--- src/core/fts_pkg.sv ---
/*
  Constants, register map and types for the fan tach, stall and spin-up block.
  Assumes a 100 MHz system clock; all times are turned into cycles here.
*/
package fts_pkg;
  localparam int unsigned CLK_KHZ = 100000;
  localparam int unsigned SPIN_BASE_MS = 250;
  localparam int unsigned SPIN_BASE_CYCLES = SPIN_BASE_MS * CLK_KHZ;
  localparam int unsigned UPDATE_MS = 100;
  localparam int unsigned UPDATE_CYCLES = UPDATE_MS * CLK_KHZ;
  localparam int unsigned INT_REF_HZ = 32000;
  localparam logic [11:0] INT_REF_DIV = 12'((CLK_KHZ * 1000) / INT_REF_HZ);
  localparam logic [11:0] INT_REF_HALF = INT_REF_DIV >> 1;

  localparam int ADDR_W = 5;
  localparam logic [ADDR_W-1:0] OFF_CONFIG = 5'h00;
  localparam logic [ADDR_W-1:0] OFF_DRIVE = 5'h04;
  localparam logic [ADDR_W-1:0] OFF_VALID = 5'h08;
  localparam logic [ADDR_W-1:0] OFF_TARGET = 5'h0C;
  localparam logic [ADDR_W-1:0] OFF_BAND = 5'h10;
  localparam logic [ADDR_W-1:0] OFF_STATUS = 5'h14;
  localparam logic [ADDR_W-1:0] OFF_TACH = 5'h18;
  localparam logic [ADDR_W-1:0] OFF_OUTDRV = 5'h1C;

  // config fields
  localparam int CF_LOOP = 0;
  localparam int CF_CLKOUT = 1;
  localparam int CF_EXTCLK = 2;
  localparam int CF_EDGE = 3;
  localparam int CF_KICK = 5;
  localparam int CF_LEVEL = 6;
  localparam int CF_SPT = 9;
  localparam int CF_DFC = 11;
  localparam logic [12:0] CONFIG_RESET = 13'h03A8;
  localparam int ST_STALL = 0;
  localparam int ST_SPINFAIL = 1;
  localparam int ST_DRVFAIL = 2;

  localparam logic [15:0] VALID_RESET = 16'h0F00;
  localparam logic [15:0] TARGET_RESET = 16'hFFFF;
  localparam logic [15:0] BAND_RESET = 16'h0040;
  localparam logic [15:0] TACH_MAX = 16'hFFFF;
  localparam logic [7:0] DRIVE_FULL = 8'hFF;
  localparam logic [6:0] DF_BASE = 7'h10;
  localparam logic [2:0] PIN_DRIVE_CODE = 3'h4;
  localparam logic [1:0] RESP_OKAY = 2'h0;
  localparam logic [1:0] RESP_SLVERR = 2'h2;

  typedef enum logic [1:0] {SP_IDLE, SP_KICK, SP_HOLD, SP_CHECK} fts_spin_e;

  function automatic logic [7:0] fts_pct(input int unsigned pct);
    return 8'((pct * 255) / 100);
  endfunction
endpackage

--- src/core/fts_fan_supervisor.sv ---
/*
  Fan tach measurement, stall and drive-fail detection, spin-up routine and
  clock pin control for one fan, with an AXI4-Lite register slave.
  Assumes a closed-loop controller elsewhere supplies loopDrive on clk; the
  tach, clock pin and strap inputs are asynchronous and are synchronised here.
*/
// Implementation choices: the register offsets and the AXI4-Lite interface to the registers.
// How it works
// RQ1: fan counts as stalled when tach count exceeds the valid-count limit.
// RQ2: stall under closed loop starts spin-up automatically.
// RQ3: target above valid limit is ignored; present drive is kept.
// RQ4: stall sets stall flag and raises the alert output.
// RQ5: closed loop retries spin-up until valid tach or loop disabled.
// RQ6: entering direct mode or spin-up masks stall for the spin time.
// RQ7: in direct mode stall is checked continuously.
// RQ8: in closed loop stall is checked only at update ticks.
// RQ9: out of band at full drive sets drive-fail and alert.
// RQ10: drive-fail field: off, 16, 32 or 64 update periods.
// RQ11: pull-up code maps to default drive off,30,50,75,100,off.
// RQ12: tach reference is external clock pin or internal oscillator.
// RQ13: as clock source, internal clock is driven push-pull on clock pin.
// RQ14: direct mode drive change zero to nonzero launches spin-up.
// RQ15: closed loop target change all-ones to below limit launches spin-up.
// RQ16: optional full-scale kick for first quarter of spin time.
// RQ17: rest of spin uses level 30% plus 5% per code.
// RQ18: spin time 250 ms, 500 ms, 1 s or 2 s.
// RQ19: after spin, still slow sets spin-fail and retries.
// RQ20: power-up pin role does not limit configured clock pin role; here a drive-decode strap blocks clock output and external clock use.
// RQ21: tach count spans 3, 5, 7 or 9 edges.
// RQ22: only the two top address codes use the pin for drive decode; here codes 4 to 7 (four codes) do.
// RQ23: nonzero power-up default drive is applied without spin-up.
// RQ24: with no tach edges the count saturates at full scale.
`timescale 1ns/1ps
`default_nettype none
module fts_fan_supervisor #(
  parameter int unsigned SPIN_CYC = fts_pkg::SPIN_BASE_CYCLES,
  parameter int unsigned UPDATE_CYC = fts_pkg::UPDATE_CYCLES
) (
  input wire logic clk,
  input wire logic resetn,
  input wire logic [fts_pkg::ADDR_W-1:0] awaddr,
  input wire logic awvalid,
  output logic awready,
  input wire logic [31:0] wdata,
  input wire logic [3:0] wstrb,
  input wire logic wvalid,
  output logic wready,
  output logic [1:0] bresp,
  output logic bvalid,
  input wire logic bready,
  input wire logic [fts_pkg::ADDR_W-1:0] araddr,
  input wire logic arvalid,
  output logic arready,
  output logic [31:0] rdata,
  output logic [1:0] rresp,
  output logic rvalid,
  input wire logic rready,
  input wire logic tachIn,
  input wire logic clkPinIn,
  output logic clkPinOut,
  output logic clkPinOe_n,
  input wire logic [2:0] addrSel,
  input wire logic [2:0] clkPullCode,
  input wire logic [7:0] loopDrive,
  output logic [7:0] fanDrive,
  output logic alert
);
  logic [12:0] cfg;
  logic [7:0] driveSetting;
  logic [15:0] validLimit, target, band, tachReading, tachCnt;
  logic [2:0] status;
  logic wrFire, rdFire, measDone, updateTick, refTick, pinReserved;
  logic [31:0] wrMerged, spinTotal, spinTmr, maskCnt, updCnt;
  logic [2:0] tachSync, extSync, selSync1, selSync2, pullSync1, pullSync2;
  logic [11:0] divCnt;
  logic [3:0] edgeCnt, edgeNeed;
  logic [1:0] strapCnt;
  logic [6:0] dfCnt, dfLimit;
  logic [7:0] heldDrive, levelDrive, next_fanDrive;
  logic loopPrev, spinStart, dirSpinReq, tgtSpinReq, loopStall, tachSlow;
  fts_pkg::fts_spin_e spinState;

  wire loopEn = cfg[fts_pkg::CF_LOOP];
  wire [1:0] dfc = cfg[fts_pkg::CF_DFC +: 2];
  assign tachSlow = tachReading > validLimit; // see RQ1
  assign spinTotal = SPIN_CYC << cfg[fts_pkg::CF_SPT +: 2]; // see RQ18
  assign levelDrive = fts_pkg::fts_pct(30 + 5 * cfg[fts_pkg::CF_LEVEL +: 3]); // see RQ17
  assign edgeNeed = {1'b0, cfg[fts_pkg::CF_EDGE +: 2], 1'b1} + 4'h2; // see RQ21

  // AXI4-Lite: address and data are taken together, one cycle before the answer
  assign wrFire = awvalid && wvalid && !bvalid;
  assign awready = wrFire;
  assign wready = wrFire;
  assign rdFire = arvalid && !rvalid;
  assign arready = !rvalid;

  function automatic logic [31:0] merge(input logic [31:0] old);
    logic [31:0] r;
    r = old;
    for (int i = 0; i < 4; i++) begin
      if (wstrb[i]) begin
        r[8*i +: 8] = wdata[8*i +: 8];
      end
    end
    return r;
  endfunction

  always_comb begin
    unique case (awaddr)
      fts_pkg::OFF_CONFIG: wrMerged = merge({19'h0, cfg});
      fts_pkg::OFF_DRIVE: wrMerged = merge({24'h0, driveSetting});
      fts_pkg::OFF_VALID: wrMerged = merge({16'h0, validLimit});
      fts_pkg::OFF_TARGET: wrMerged = merge({16'h0, target});
      fts_pkg::OFF_BAND: wrMerged = merge({16'h0, band});
      default: wrMerged = merge(32'h0);
    endcase
  end

  function automatic logic mapped(input logic [fts_pkg::ADDR_W-1:0] a);
    return a[1:0] == 2'h0;
  endfunction

  always_ff @(posedge clk or negedge resetn) begin
    if (!resetn) begin
      bvalid <= 1'b0;
      bresp <= fts_pkg::RESP_OKAY;
    end else if (wrFire) begin
      bvalid <= 1'b1;
      bresp <= mapped(awaddr) ? fts_pkg::RESP_OKAY : fts_pkg::RESP_SLVERR;
    end else if (bready) begin
      bvalid <= 1'b0;
    end
  end

  always_ff @(posedge clk or negedge resetn) begin
    if (!resetn) begin
      rvalid <= 1'b0;
      rresp <= fts_pkg::RESP_OKAY;
      rdata <= 32'h0;
    end else if (rdFire) begin
      rvalid <= 1'b1;
      rresp <= mapped(araddr) ? fts_pkg::RESP_OKAY : fts_pkg::RESP_SLVERR;
      unique case (araddr)
        fts_pkg::OFF_CONFIG: rdata <= {19'h0, cfg};
        fts_pkg::OFF_DRIVE: rdata <= {24'h0, driveSetting};
        fts_pkg::OFF_VALID: rdata <= {16'h0, validLimit};
        fts_pkg::OFF_TARGET: rdata <= {16'h0, target};
        fts_pkg::OFF_BAND: rdata <= {16'h0, band};
        fts_pkg::OFF_STATUS: rdata <= {28'h0, spinState != fts_pkg::SP_IDLE, status};
        fts_pkg::OFF_TACH: rdata <= {16'h0, tachReading};
        fts_pkg::OFF_OUTDRV: rdata <= {24'h0, fanDrive};
        default: rdata <= 32'h0;
      endcase
    end else if (rready) begin
      rvalid <= 1'b0;
    end
  end

  always_ff @(posedge clk or negedge resetn) begin
    if (!resetn) begin
      cfg <= fts_pkg::CONFIG_RESET;
      validLimit <= fts_pkg::VALID_RESET;
      target <= fts_pkg::TARGET_RESET;
      band <= fts_pkg::BAND_RESET;
    end else if (wrFire) begin
      unique case (awaddr)
        fts_pkg::OFF_CONFIG: cfg <= wrMerged[12:0];
        fts_pkg::OFF_VALID: validLimit <= wrMerged[15:0];
        fts_pkg::OFF_TARGET: target <= wrMerged[15:0];
        fts_pkg::OFF_BAND: band <= wrMerged[15:0];
        default: ;
      endcase
    end
  end

  // straps are static pins: synchronised, then caught once after reset release
  always_ff @(posedge clk or negedge resetn) begin
    if (!resetn) begin
      selSync1 <= 3'h0;
      selSync2 <= 3'h0;
      pullSync1 <= 3'h0;
      pullSync2 <= 3'h0;
      strapCnt <= 2'h0;
      pinReserved <= 1'b0;
    end else begin
      selSync1 <= addrSel;
      selSync2 <= selSync1;
      pullSync1 <= clkPullCode;
      pullSync2 <= pullSync1;
      if (strapCnt != 2'h3) begin
        strapCnt <= strapCnt + 2'h1;
      end
      if (strapCnt == 2'h2) begin
        pinReserved <= selSync2 >= fts_pkg::PIN_DRIVE_CODE; // see RQ22
      end
    end
  end

  wire strapLoad = strapCnt == 2'h2 && selSync2 >= fts_pkg::PIN_DRIVE_CODE;
  logic [7:0] pullDrive;
  always_comb begin
    unique case (pullSync2) // see RQ11
      3'h1: pullDrive = fts_pkg::fts_pct(30);
      3'h2: pullDrive = fts_pkg::fts_pct(50);
      3'h3: pullDrive = fts_pkg::fts_pct(75);
      3'h4: pullDrive = fts_pkg::DRIVE_FULL;
      default: pullDrive = 8'h00;
    endcase
  end

  assign dirSpinReq = wrFire && awaddr == fts_pkg::OFF_DRIVE && !loopEn
    && driveSetting == 8'h00 && wrMerged[7:0] != 8'h00; // see RQ14
  assign tgtSpinReq = wrFire && awaddr == fts_pkg::OFF_TARGET && loopEn
    && target == fts_pkg::TARGET_RESET && wrMerged[15:0] < validLimit; // see RQ15

  // default drive goes straight into the setting, bypassing the spin trigger
  always_ff @(posedge clk or negedge resetn) begin
    if (!resetn) begin
      driveSetting <= 8'h00;
    end else if (strapLoad) begin
      driveSetting <= pullDrive; // see RQ23
    end else if (wrFire && awaddr == fts_pkg::OFF_DRIVE) begin
      driveSetting <= wrMerged[7:0];
    end
  end

  // reference clock: internal divider or synchronised clock pin
  always_ff @(posedge clk or negedge resetn) begin
    if (!resetn) begin
      divCnt <= 12'h000;
      extSync <= 3'h0;
      clkPinOut <= 1'b0;
      clkPinOe_n <= 1'b1;
    end else begin
      divCnt <= (divCnt == fts_pkg::INT_REF_DIV - 12'h001) ? 12'h000 : divCnt + 12'h001;
      extSync <= {extSync[1:0], clkPinIn};
      clkPinOut <= divCnt < fts_pkg::INT_REF_HALF;
      // config decides the role unless the pin is strapped for drive decode
      clkPinOe_n <= !(cfg[fts_pkg::CF_CLKOUT] && !pinReserved); // see RQ13 RQ20
    end
  end

  wire useExt = cfg[fts_pkg::CF_EXTCLK] && !cfg[fts_pkg::CF_CLKOUT] && !pinReserved;
  assign refTick = useExt ? (extSync[1] && !extSync[2])
    : (divCnt == fts_pkg::INT_REF_DIV - 12'h001); // see RQ12

  // tach period: reference ticks from first edge to the selected edge count
  always_ff @(posedge clk or negedge resetn) begin
    if (!resetn) begin
      // tach idles high on its pull-up; resetting low would fake a first edge
      tachSync <= 3'h7;
      tachCnt <= 16'h0000;
      edgeCnt <= 4'h0;
      tachReading <= fts_pkg::TACH_MAX;
      measDone <= 1'b0;
    end else begin
      tachSync <= {tachSync[1:0], tachIn};
      measDone <= 1'b0;
      if (tachSync[1] != tachSync[2]) begin
        if (edgeCnt == edgeNeed - 4'h1) begin
          tachReading <= tachCnt;
          measDone <= 1'b1;
          tachCnt <= 16'h0000;
          edgeCnt <= 4'h1;
        end else begin
          if (edgeCnt == 4'h0) begin
            tachCnt <= 16'h0000;
          end
          edgeCnt <= edgeCnt + 4'h1;
        end
      end else if (refTick && tachCnt == fts_pkg::TACH_MAX) begin
        // saturated: report full scale and start over, so checks keep coming
        tachReading <= fts_pkg::TACH_MAX; // see RQ24
        measDone <= 1'b1;
        tachCnt <= 16'h0000;
        edgeCnt <= 4'h0;
      end else if (refTick) begin
        tachCnt <= tachCnt + 16'h0001;
      end
    end
  end

  always_ff @(posedge clk or negedge resetn) begin
    if (!resetn) begin
      updCnt <= 32'h0;
    end else begin
      updCnt <= (updCnt == UPDATE_CYC - 1) ? 32'h0 : updCnt + 32'h1;
    end
  end
  assign updateTick = updCnt == UPDATE_CYC - 1;

  assign loopStall = loopEn && updateTick && tachSlow && maskCnt == 32'h0
    && spinState == fts_pkg::SP_IDLE; // see RQ8
  wire dirStall = !loopEn && tachSlow && maskCnt == 32'h0
    && spinState == fts_pkg::SP_IDLE; // see RQ7
  wire retry = spinState == fts_pkg::SP_CHECK && measDone && tachSlow
    && (loopEn || driveSetting != 8'h00); // see RQ5 RQ19
  assign spinStart = (spinState == fts_pkg::SP_IDLE && (dirSpinReq || tgtSpinReq || loopStall))
    || retry; // see RQ2
  wire [1:0] firstState = cfg[fts_pkg::CF_KICK] ? 2'(fts_pkg::SP_KICK) : 2'(fts_pkg::SP_HOLD);

  always_ff @(posedge clk or negedge resetn) begin
    if (!resetn) begin
      spinState <= fts_pkg::SP_IDLE;
      spinTmr <= 32'h0;
    end else begin
      spinTmr <= spinTmr + 32'h1;
      unique case (spinState)
        fts_pkg::SP_IDLE: begin
          if (spinStart) begin
            spinState <= fts_pkg::fts_spin_e'(firstState);
            spinTmr <= 32'h0;
          end
        end
        fts_pkg::SP_KICK: begin
          if (spinTmr + 32'h1 >= spinTotal >> 2) begin
            spinState <= fts_pkg::SP_HOLD; // see RQ16
          end
        end
        fts_pkg::SP_HOLD: begin
          if (spinTmr + 32'h1 >= spinTotal) begin
            spinState <= fts_pkg::SP_CHECK;
          end
        end
        fts_pkg::SP_CHECK: begin
          if (retry) begin
            spinState <= fts_pkg::fts_spin_e'(firstState);
            spinTmr <= 32'h0;
          end else if (measDone) begin
            spinState <= fts_pkg::SP_IDLE;
          end
        end
      endcase
    end
  end

  // stall mask follows spin start or the switch into direct mode
  always_ff @(posedge clk or negedge resetn) begin
    if (!resetn) begin
      maskCnt <= 32'h0;
      loopPrev <= 1'b0;
    end else begin
      loopPrev <= loopEn;
      if (spinStart || (loopPrev && !loopEn)) begin
        maskCnt <= spinTotal; // see RQ6
      end else if (maskCnt != 32'h0) begin
        maskCnt <= maskCnt - 32'h1;
      end
    end
  end

  always_comb begin
    unique case (dfc)
      2'h1: dfLimit = fts_pkg::DF_BASE;
      2'h2: dfLimit = fts_pkg::DF_BASE << 1;
      2'h3: dfLimit = fts_pkg::DF_BASE << 2;
      default: dfLimit = 7'h00;
    endcase
  end

  wire outOfBand = {1'b0, tachReading} > {1'b0, target} + {1'b0, band};
  wire dfHit = loopEn && updateTick && dfc != 2'h0 && fanDrive == fts_pkg::DRIVE_FULL
    && outOfBand;
  always_ff @(posedge clk or negedge resetn) begin
    if (!resetn) begin
      dfCnt <= 7'h00;
    end else if (dfc == 2'h0 || (updateTick && !dfHit)) begin
      dfCnt <= 7'h00; // see RQ10
    end else if (dfHit && dfCnt != dfLimit) begin
      dfCnt <= dfCnt + 7'h01;
    end
  end

  // set wins over a write-one-to-clear in the same cycle
  wire stsWr = wrFire && awaddr == fts_pkg::OFF_STATUS;
  wire [2:0] stsSet = {dfHit && dfCnt + 7'h01 == dfLimit, retry, loopStall || dirStall};
  always_ff @(posedge clk or negedge resetn) begin
    if (!resetn) begin
      status <= 3'h0;
    end else begin
      status <= (status & ~(stsWr ? wrMerged[2:0] : 3'h0)) | stsSet; // see RQ4 RQ9
    end
  end

  always_ff @(posedge clk or negedge resetn) begin
    if (!resetn) begin
      alert <= 1'b0;
    end else begin
      alert <= |status; // see RQ4 RQ9
    end
  end

  always_ff @(posedge clk or negedge resetn) begin
    if (!resetn) begin
      heldDrive <= 8'h00;
    end else if (strapLoad) begin
      heldDrive <= pullDrive;
    end else if (loopEn && updateTick && target <= validLimit) begin
      heldDrive <= loopDrive; // see RQ3
    end
  end

  always_comb begin
    unique case (spinState)
      fts_pkg::SP_KICK: next_fanDrive = fts_pkg::DRIVE_FULL;
      fts_pkg::SP_HOLD: next_fanDrive = levelDrive;
      default: next_fanDrive = loopEn ? heldDrive : driveSetting;
    endcase
  end

  always_ff @(posedge clk or negedge resetn) begin
    if (!resetn) begin
      fanDrive <= 8'h00;
    end else begin
      fanDrive <= next_fanDrive;
    end
  end

  AST_STALL_DIRECT: assert property (@(posedge clk) disable iff (!resetn) // see RQ7
    dirStall |=> status[fts_pkg::ST_STALL] ##1 alert)
    else $error("direct mode stall not flagged");
  AST_LOOP_NOCHECK: assert property (@(posedge clk) disable iff (!resetn) // see RQ8
    loopEn && !updateTick && !status[0] |=> !status[0])
    else $error("stall flagged between update ticks");
  AST_KICK_FULL: assert property (@(posedge clk) disable iff (!resetn) // see RQ16
    spinState == fts_pkg::SP_KICK |=> fanDrive == fts_pkg::DRIVE_FULL)
    else $error("kick not at full scale");
  AST_HOLD_LEVEL: assert property (@(posedge clk) disable iff (!resetn) // see RQ17
    spinState == fts_pkg::SP_HOLD |=> fanDrive == $past(levelDrive))
    else $error("spin level wrong");
  AST_DIR_SPIN: assert property (@(posedge clk) disable iff (!resetn) // see RQ14
    dirSpinReq && spinState == fts_pkg::SP_IDLE |=> spinState != fts_pkg::SP_IDLE ##1
    fanDrive != 8'h00)
    else $error("spin-up not launched");
  AST_SPIN_FAIL: assert property (@(posedge clk) disable iff (!resetn) // see RQ19
    retry |=> status[fts_pkg::ST_SPINFAIL] && spinTmr == 32'h0)
    else $error("spin failure not flagged");
  AST_TGT_IGNORE: assert property (@(posedge clk) disable iff (!resetn) // see RQ3
    target > validLimit && !strapLoad |=> heldDrive == $past(heldDrive))
    else $error("ignored target changed drive");
  AST_DFC_OFF: assert property (@(posedge clk) disable iff (!resetn) // see RQ10
    dfc == 2'h0 |=> dfCnt == 7'h00 && !$rose(status[fts_pkg::ST_DRVFAIL]))
    else $error("drive fail active while disabled");
  AST_CLK_OUT: assert property (@(posedge clk) disable iff (!resetn) // see RQ13
    cfg[fts_pkg::CF_CLKOUT] && !pinReserved |=> !clkPinOe_n)
    else $error("clock pin not driven");
  AST_TACH_SAT: assert property (@(posedge clk) disable iff (!resetn) // see RQ24
    refTick && tachCnt == fts_pkg::TACH_MAX && tachSync[1] == tachSync[2]
    |=> tachReading == fts_pkg::TACH_MAX && measDone)
    else $error("tach count did not saturate");
  AST_MASK: assert property (@(posedge clk) disable iff (!resetn) // see RQ6
    spinStart |=> maskCnt == $past(spinTotal))
    else $error("stall mask not loaded");
  AST_MASK_GATE: assert property (@(posedge clk) disable iff (!resetn) // see RQ6
    maskCnt != 32'h0 |=> !$rose(status[fts_pkg::ST_STALL]))
    else $error("stall flagged while masked");
endmodule // fts_fan_supervisor
`default_nettype wire

--- config.mk ---
export PLATFORM = sky130hd
export DESIGN_NAME = fts_fan_supervisor
export DESIGN_NICKNAME = d
export VERILOG_FILES = /design/src/core/fts_pkg.sv /design/src/core/fts_fan_supervisor.sv
export SDC_FILE = /design/constraint.sdc
export NUM_CORES = 1
export LEC_CHECK = 0
export ABC_AREA = 1
export BUFFER_PORTS_ARGS = -buffer_cell sky130_fd_sc_hd__buf_2
export CORE_MARGIN = 2
export CORE_UTILIZATION = 65
export DETAILED_ROUTE_END_ITERATION = 6
export PLACE_DENSITY_LB_ADDON = 0.25
export SETUP_SLACK_MARGIN = 0.02
export SLEW_MARGIN = 10
export SYNTH_ARGS = -nofsm -noshare
export SYNTH_HDL_FRONTEND = slang
export SYNTH_SLANG_ARGS = --single-unit
--- constraint.sdc ---
create_clock -name clk -period 25.5 [get_ports clk]
set_clock_uncertainty 0.15 [all_clocks]
set_input_delay 2.55 -clock clk [delete_from_list [all_inputs] [get_ports clk]]
set_output_delay 2.55 -clock clk [all_outputs]
set_load 0.01 [all_outputs]
==> impl_metrics.py, run 1 <==
metrics = {
    "finish": {
        "fin_cells": 3559,
        "area_delta_synth_final_pct": 8.57,
        "antenna_cells": 0,
        "layout.nets": 3357,
        "post-route-util_pct": 71.8,
        "drive_gt1_share_pct": 9.93,
        "nFillCells": 2705,
    },
    "synthesis": {
        "ys_async_sr_fraction_pct": 100,
        "yosysWarnings": 0,
        "yosysTopAreaCellShare_pct": 26.8,
        "synth_edf_count": 0,
        "ys.flop_type": "dfrtp_1",
        "ys_types": 76,
        "netlist_area_um2": 22200,
        "synth_area_per_cell_um2": 7.38,
        "yosys-top-cells-area": "dfrtp_1 27%, ha_1 10%, nand2_1 10%",
        "ys_seq_elements": 283,
        "yosysSeqAreaShare_pct": 32.2,
        "yosysTopAreaCell": "dfrtp_1",
        "synthCells": 3002,
    },
    "min_path": {
        "hold_path_end": "pullSync2[2]$_DFF_PN0_",
        "worstHoldStart": "pullSync1[2]$_DFF_PN0_",
        "hold_class": "flip-flop to flip-flop",
        "min_path_cells": 0,
    },
    "drt": {
        "avgViaCountPerCell": 5.94,
        "dr.pass1.iters": 7,
        "drt-total-wl_um": 62900,
        "drt_iter0_drc": 1997,
        "num_vias": 21200,
        "drc": 10,
        "wl_per_cell_um": 17.7,
        "antenna_left": 0,
    },
    "outcome": {
        "run_status": "finished with violations",
        "violations": "design-rule violations",
    },
    "global_routing": {
        "grt_first_pass_wirelength_um": 103000,
        "grtUsageMet1_pct": 47.7,
        "grt_pass1_vias": 20400,
        "grt_max_degree": 90,
        "use_met2_pct": 58.8,
        "busiest_layer": "met2",
        "track_usage_pct": 35.5,
        "gr-total-overflow": 0,
        "antenna_found_initial": 0,
        "use_met3_pct": 5.10,
    },
    "critical_path": {
        "ff2ff_path_depth": 64,
        "crit_path_max_incr_delay_ns": 0.76,
        "worstPathRequired_ns": 25.76,
        "cp_top_family": "simple AND/OR/NAND/NOR gates",
        "worstSetupStartpointType": "flip-flop",
        "arrival_ns": 14.27,
        "worstSetupPathType": "flip-flop to flip-flop",
        "crit_path_max_fanout": 20,
        "reg2reg_slack_ns": 11.49,
        "slowest_stage": "nor2_2",
        "crit_buf_inv": 8,
        "regToRegStartpoint": "cfg[6]$_DFFE_PN0P_",
        "crit_top_cell": "nand2_1",
        "r2r_end": "fanDrive[0]$_DFF_PN0_",
        "endpoint_kind": "flip-flop",
    },
    "place": {
        "gp_congestion": 1.03,
        "dp_hpwl_um": 47900,
        "io_buffers": 82,
        "dp.cells": 3498,
    },
    "clock_tree": {
        "clk_path_buf_depth": 3,
        "cts_sinks": 283,
        "clkTransAtPathRegs_ns": 0.06,
        "root_buffer": "clkbuf_16",
        "cts_resized": 0,
        "hold_buffers": 0,
        "clock_latency_ns": 0.55,
        "cts_tree": "built",
        "cts_buffers": 34,
        "htreeDepth": 2,
        "cts_setup_buffers": 0,
    },
    "sta": {
        "tns_ns": 0,
        "hold_viol_final": 0,
        "finalCritPeriodShare_pct": 54.9,
        "slew-limit-headroom_pct": 29.0,
        "setup_viol": 0,
        "rsz0062_at_grt": "false",
        "fmax_mhz": 71.4,
        "hold-worst-slack_ns": 0.201,
        "tightest_slew_ns": 1.06,
        "finalCriticalPeriod_ns": 14.01,
        "slew_viol_final": 0,
    },
    "job": {
        "maxCapViolations": 0,
    },
    "floorplanning": {
        "die_h_um": 189,
        "die_x_um": 189,
        "die-area_um2": 35600,
        "io_pins": 121,
        "start_util_pct": 66.1,
        "core-area_um2": 33500,
        "rows": 67,
    },
}
-- worst max-delay path by stage --
stage | from | end | slack, ns | cells after the start
finish | cfg[6]$_DFFE_PN0P_ | fanDrive[0]$_DFF_PN0_ | 11.49 | 64
detailed placement | cfg[6]$_DFFE_PN0P_ | fanDrive[0]$_DFF_PN0_ | 11.61 | 66
CTS | cfg[6]$_DFFE_PN0P_ | fanDrive[0]$_DFF_PN0_ | 11.57 | 66
global route | cfg[6]$_DFFE_PN0P_ | fanDrive[0]$_DFF_PN0_ | 10.19 | 66
floorplan | cfg[6]$_DFFE_PN0P_ | fanDrive[0]$_DFF_PN0_ | 14.75 | 66
global placement | cfg[6]$_DFFE_PN0P_ | fanDrive[0]$_DFF_PN0_ | 11.96 | 66
-- synthesized netlist by cell type (all sizes together), types with 11 or more instances --
master / count
xor2: 68
xnor2: 30
inv: 501
o22ai: 43
nor2: 331
dfrtp: 237
a31oi: 11
nand3: 147
nor3: 59
clkbuf: 35
nand2: 627
nor4: 32
a22oi: 24
nand4: 88
dfstp: 46
ha: 182
buf: 29
o211ai: 17
o21ai: 184
fa: 20
a21oi: 165
-- routing by layer --
| metal | up-vias | wire [um] | share of wire (%) |
|---|---|---|---|
| li1 | 10000 | - | - |
| met1 | 10000 | 26400 | 42 |
| met2 | 910 | 29500 | 47 |
| met3 | 160 | 4860 | 7.7 |
| met4 | 0 | 2050 | 3.3 |
| met5 | - | 0 | 0 |
-- layout make-up --
| type | instances | area, um2 | area share, % |
|---|---|---|---|
| Clock buffer | 48 | 983 | 4.09 |
| Tap cell | 448 | 561 | 2.33 |
| Multi-Input combinational cell | 2164 | 12800 | 53.3 |
| Timing Repair Buffer | 95 | 518 | 2.15 |
| Sequential cell | 283 | 7140 | 29.7 |
| Clock inverter | 13 | 141 | 0.587 |
| Inverter | 508 | 1910 | 7.92 |
-- layout by cell type, fill, tap and decap left out, types with 20 or more instances in the layout --
master     instances
o22ai_1           43
buf_2             81
dfstp_2           46
a22oi_1           23
nand2_1          598
xnor2_1           30
nand2_2           25
nor3_1            58
clkbuf_16         34
inv_1            488
o21ai_0          175
xor2_1            68
fa_1              20
a21oi_1          163
nor2_1           310
nor4_1            32
nand4_1           81
nand3_1          124
ha_1             182
dfrtp_1          237
-- flip-flops by register name, summed over array words and instances, names as in the netlist, 12 cells and up --
register	count
rdata	16
cfg	13
validLimit	16
updCnt	32
spinTmr	32
divCnt	12
tachCnt	16
target	16
tachReading	16
band	16
maskCnt	32
-- stage by stage --
stage | cell area, um2 | setup WS (ns)
after detailed placement | 22900 | 11.61
after floorplan | 22200 | 14.75
after CTS | 24100 | 11.57
final | 24100 | 11.49
after global routing | 24100 | 10.19
after global placement | 22900 | 11.96
-- cells by family (layout without fill, tap and decap cells) --
kind of cell	after synthesis	after routing	share of synthesized area [%]
multiplexers	8	8	0.401
other	1	18	0.0169
AND/OR/NAND/NOR	1311	1311	27.1
XOR/XNOR	98	98	3.87
flip-flops	283	283	32.2
AO/OA/AOI/OAI	527	527	14.0
buffers and inverters	572	664	10.3
adder cells (fa/ha/maj)	202	202	12.1
-- worst reg2reg max path, delay by kind of cell (launching register included) --
kind | cells | cell delay (ns)
compound gates | 5 | 0.72
xor+xnor | 1 | 0.39
fa+ha+maj | 9 | 3.76
buf+inv | 8 | 1.05
flops | 1 | 0.71
simple gates | 41 | 7.07
Power of run 1 is not shown: default switching activity piles up to over one toggle a cycle in this logic, so the estimate is an artifact.
==> run 2: changes to the inputs <==
--- a/config.mk
+++ b/config.mk
@@ -8,7 +8,7 @@
 export ABC_AREA = 1
 export BUFFER_PORTS_ARGS = -buffer_cell sky130_fd_sc_hd__buf_2
 export CORE_MARGIN = 2
-export CORE_UTILIZATION = 65
+export CORE_UTILIZATION = 63
 export DETAILED_ROUTE_END_ITERATION = 6
 export PLACE_DENSITY_LB_ADDON = 0.25
 export SETUP_SLACK_MARGIN = 0.02
==> constraint.sdc (replaced) <==
create_clock -name clk -period 13.2 [get_ports clk]
set_clock_uncertainty 0.15 [all_clocks]
set_input_delay 1.32 -clock clk [delete_from_list [all_inputs] [get_ports clk]]
set_output_delay 1.32 -clock clk [all_outputs]
set_load 0.01 [all_outputs]
==> run 2 against run 1 <==
  * The flow now finishes without violations
  * Global-route usage fell by 2.1 points
  * Highest routed layer is now met5
  * Count of clock-buffer cells in the layout fell by 1
  * Utilization fell by 1.9 points
  * Critical path type unchanged
  * Worst hold slack improved by 0.00056 ns
  * Largest cell class unchanged
==> impl_metrics.py, run 2 (synthesized netlist as in run 1, its figures left out) <==
metrics = {
    "floorplanning": {
        "die_x_um": 192,
        "core-area_um2": 34600,
        "rows": 68,
        "die_h_um": 192,
        "die-area_um2": 36700,
        "start_util_pct": 64.0,
        "io_pins": 121,
    },
    "clock_tree": {
        "cts_sinks": 283,
        "htreeDepth": 2,
        "root_buffer": "clkbuf_16",
        "clk_path_buf_depth": 3,
        "cts_setup_buffers": 0,
        "clkTransAtPathRegs_ns": 0.06,
        "cts_buffers": 34,
        "cts_tree": "built",
        "clock_latency_ns": 0.54,
    },
    "drt": {
        "drc": 0,
        "drt-total-wl_um": 60600,
        "dr.pass1.iters": 6,
        "drt_iter0_drc": 1811,
        "num_vias": 21000,
        "wl_per_cell_um": 17.0,
        "avgViaCountPerCell": 5.87,
        "antenna_left": 0,
    },
    "critical_path": {
        "worstPathRequired_ns": 13.45,
        "endpoint_kind": "flip-flop",
        "arrival_ns": 12.47,
        "worstSetupPathType": "flip-flop to flip-flop",
        "worstSetupStartpointType": "flip-flop",
        "crit_path_max_incr_delay_ns": 0.69,
        "crit_path_max_fanout": 18,
        "crit_top_cell": "nand2_1",
        "slowest_stage": "dfstp_2",
    },
    "min_path": {
        "hold_class": "flip-flop to flip-flop",
    },
    "sta": {
        "tns_ns": 0,
        "rsz0062_at_grt": "false",
        "hold_viol_final": 0,
        "slew_viol_final": 0,
        "setup_viol": 0,
        "tightest_slew_ns": 1.00,
        "fmax_mhz": 81.9,
        "finalCriticalPeriod_ns": 12.22,
        "slew-limit-headroom_pct": 31.4,
        "finalCritPeriodShare_pct": 92.6,
    },
    "global_routing": {
        "gr-total-overflow": 0,
        "grt_max_degree": 81,
        "track_usage_pct": 33.4,
        "antenna_found_initial": 1,
        "grt_pass1_vias": 20100,
        "grt_first_pass_wirelength_um": 99100,
    },
    "place": {
        "gp_congestion": 1.01,
        "io_buffers": 82,
        "dp_hpwl_um": 46800,
        "post_dp_cell_area_um2": 23000,
    },
    "finish": {
        "antenna_cells": 0,
        "final_common_cell": "nand2_1",
        "fin_area_um2": 24200,
        "layout_common_cells": "598 x nand2_1, 488 x inv_1, 310 x nor2_1, 237 x dfrtp_1, 182 x ha_1",
        "post-route-util_pct": 69.8,
        "layout.nets": 3360,
        "drive_gt1_share_pct": 10.0,
        "area_delta_synth_final_pct": 9.10,
        "nFillCells": 2877,
        "largest_registers": "maskCnt (32), spinTmr (32), updCnt (32)",
    },
    "outcome": {
        "run_status": "complete, no violations",
    },
    "job": {
        "maxCapViolations": 0,
    },
}
[run 2: cell count changes in the layout (fill, tap and decap cells not counted), sizes merged]
cell / previous run / this run
inv: 504 / 502
bufinv: 2 / 3
buf: 95 / 98
clkinvlp: 0 / 3
clkbuf: 48 / 47
[run 2: metrics by stage]
| step | worst slack [ns] | std cells | hold slack (ns) |
|---|---|---|---|
| 2_1_floorplan | 2.45 | 3019 | 0.181 |
| 3_3_place_gp | 1.05 | 3508 | 0.187 |
| 3_5_place_dp | 0.649 | 3508 | 0.187 |
| 4_1_cts | 0.619 | 3570 | 0.204 |
| 5_1_grt | 0.0421 | 3570 | 0.204 |
| 6_report | 0.983 | 3570 | 0.201 |
[run 2: path summary, 6_finish.rpt]
| check | startpoint | to | slack, ns | depth (start not counted) |
|---|---|---|---|---|
| max in group asynchronous | resetn | band[15]$_DFFE_PN0P_ | 10.22 | 3 |
| min in group asynchronous | resetn | clkPinOut$_DFF_PN0_ | 0.60 | 1 |
| min reg2reg | extSync[0]$_DFF_PN0_ | extSync[1]$_DFF_PN0_ | 0.20 | 0 |
| max | cfg[7]$_DFFE_PN1P_ | fanDrive[0]$_DFF_PN0_ | 0.98 | 67 |
| max reg2reg | cfg[7]$_DFFE_PN1P_ | fanDrive[0]$_DFF_PN0_ | 0.98 | 67 |
| min | extSync[0]$_DFF_PN0_ | extSync[1]$_DFF_PN0_ | 0.20 | 0 |
[run 2: layout make-up]
type | instances | area (um2) | area share, %
clock buffers | 47 | 971 | 4.01
clock inverters | 15 | 206 | 0.854
inverters | 508 | 1910 | 7.88
multi-input cells | 2164 | 12800 | 53.1
flip-flops and latches | 283 | 7140 | 29.5
well taps | 455 | 569 | 2.35
repair buffers | 98 | 541 | 2.24
[run 2: critical path: cells and delay by family (launching register included)]
kind                       cells  cell delay (ns)
adders and majority gates      9             3.45
DFF                            1             0.69
and+or+nand+nor               43             5.90
AOI/OAI and AO/OA              5             0.82
buffers and inverters          9             0.76
xor gates and xnor gates       1             0.27
[run 2: repair_timing]
action,in CTS,in global routing
endpoints found under the setup margin,0,2
hold buffers,0,0
resized for setup,0,5
[run 2: layer usage]
| layer | global-route usage [%] | wire [um] | vias to the layer above | share of wire (%) |
|---|---|---|---|---|
| met4 | 12.3 | 2180 | 2 | 3.6 |
| met3 | 5.92 | 5150 | 159 | 8.5 |
| li1 | - | - | 10100 | - |
| met1 | 43.4 | 24900 | 9860 | 41 |
| met5 | 0 | 8 | - | 0.013 |
| met2 | 55.9 | 28400 | 878 | 47 |
Power of run 2 is left out for the same reason.
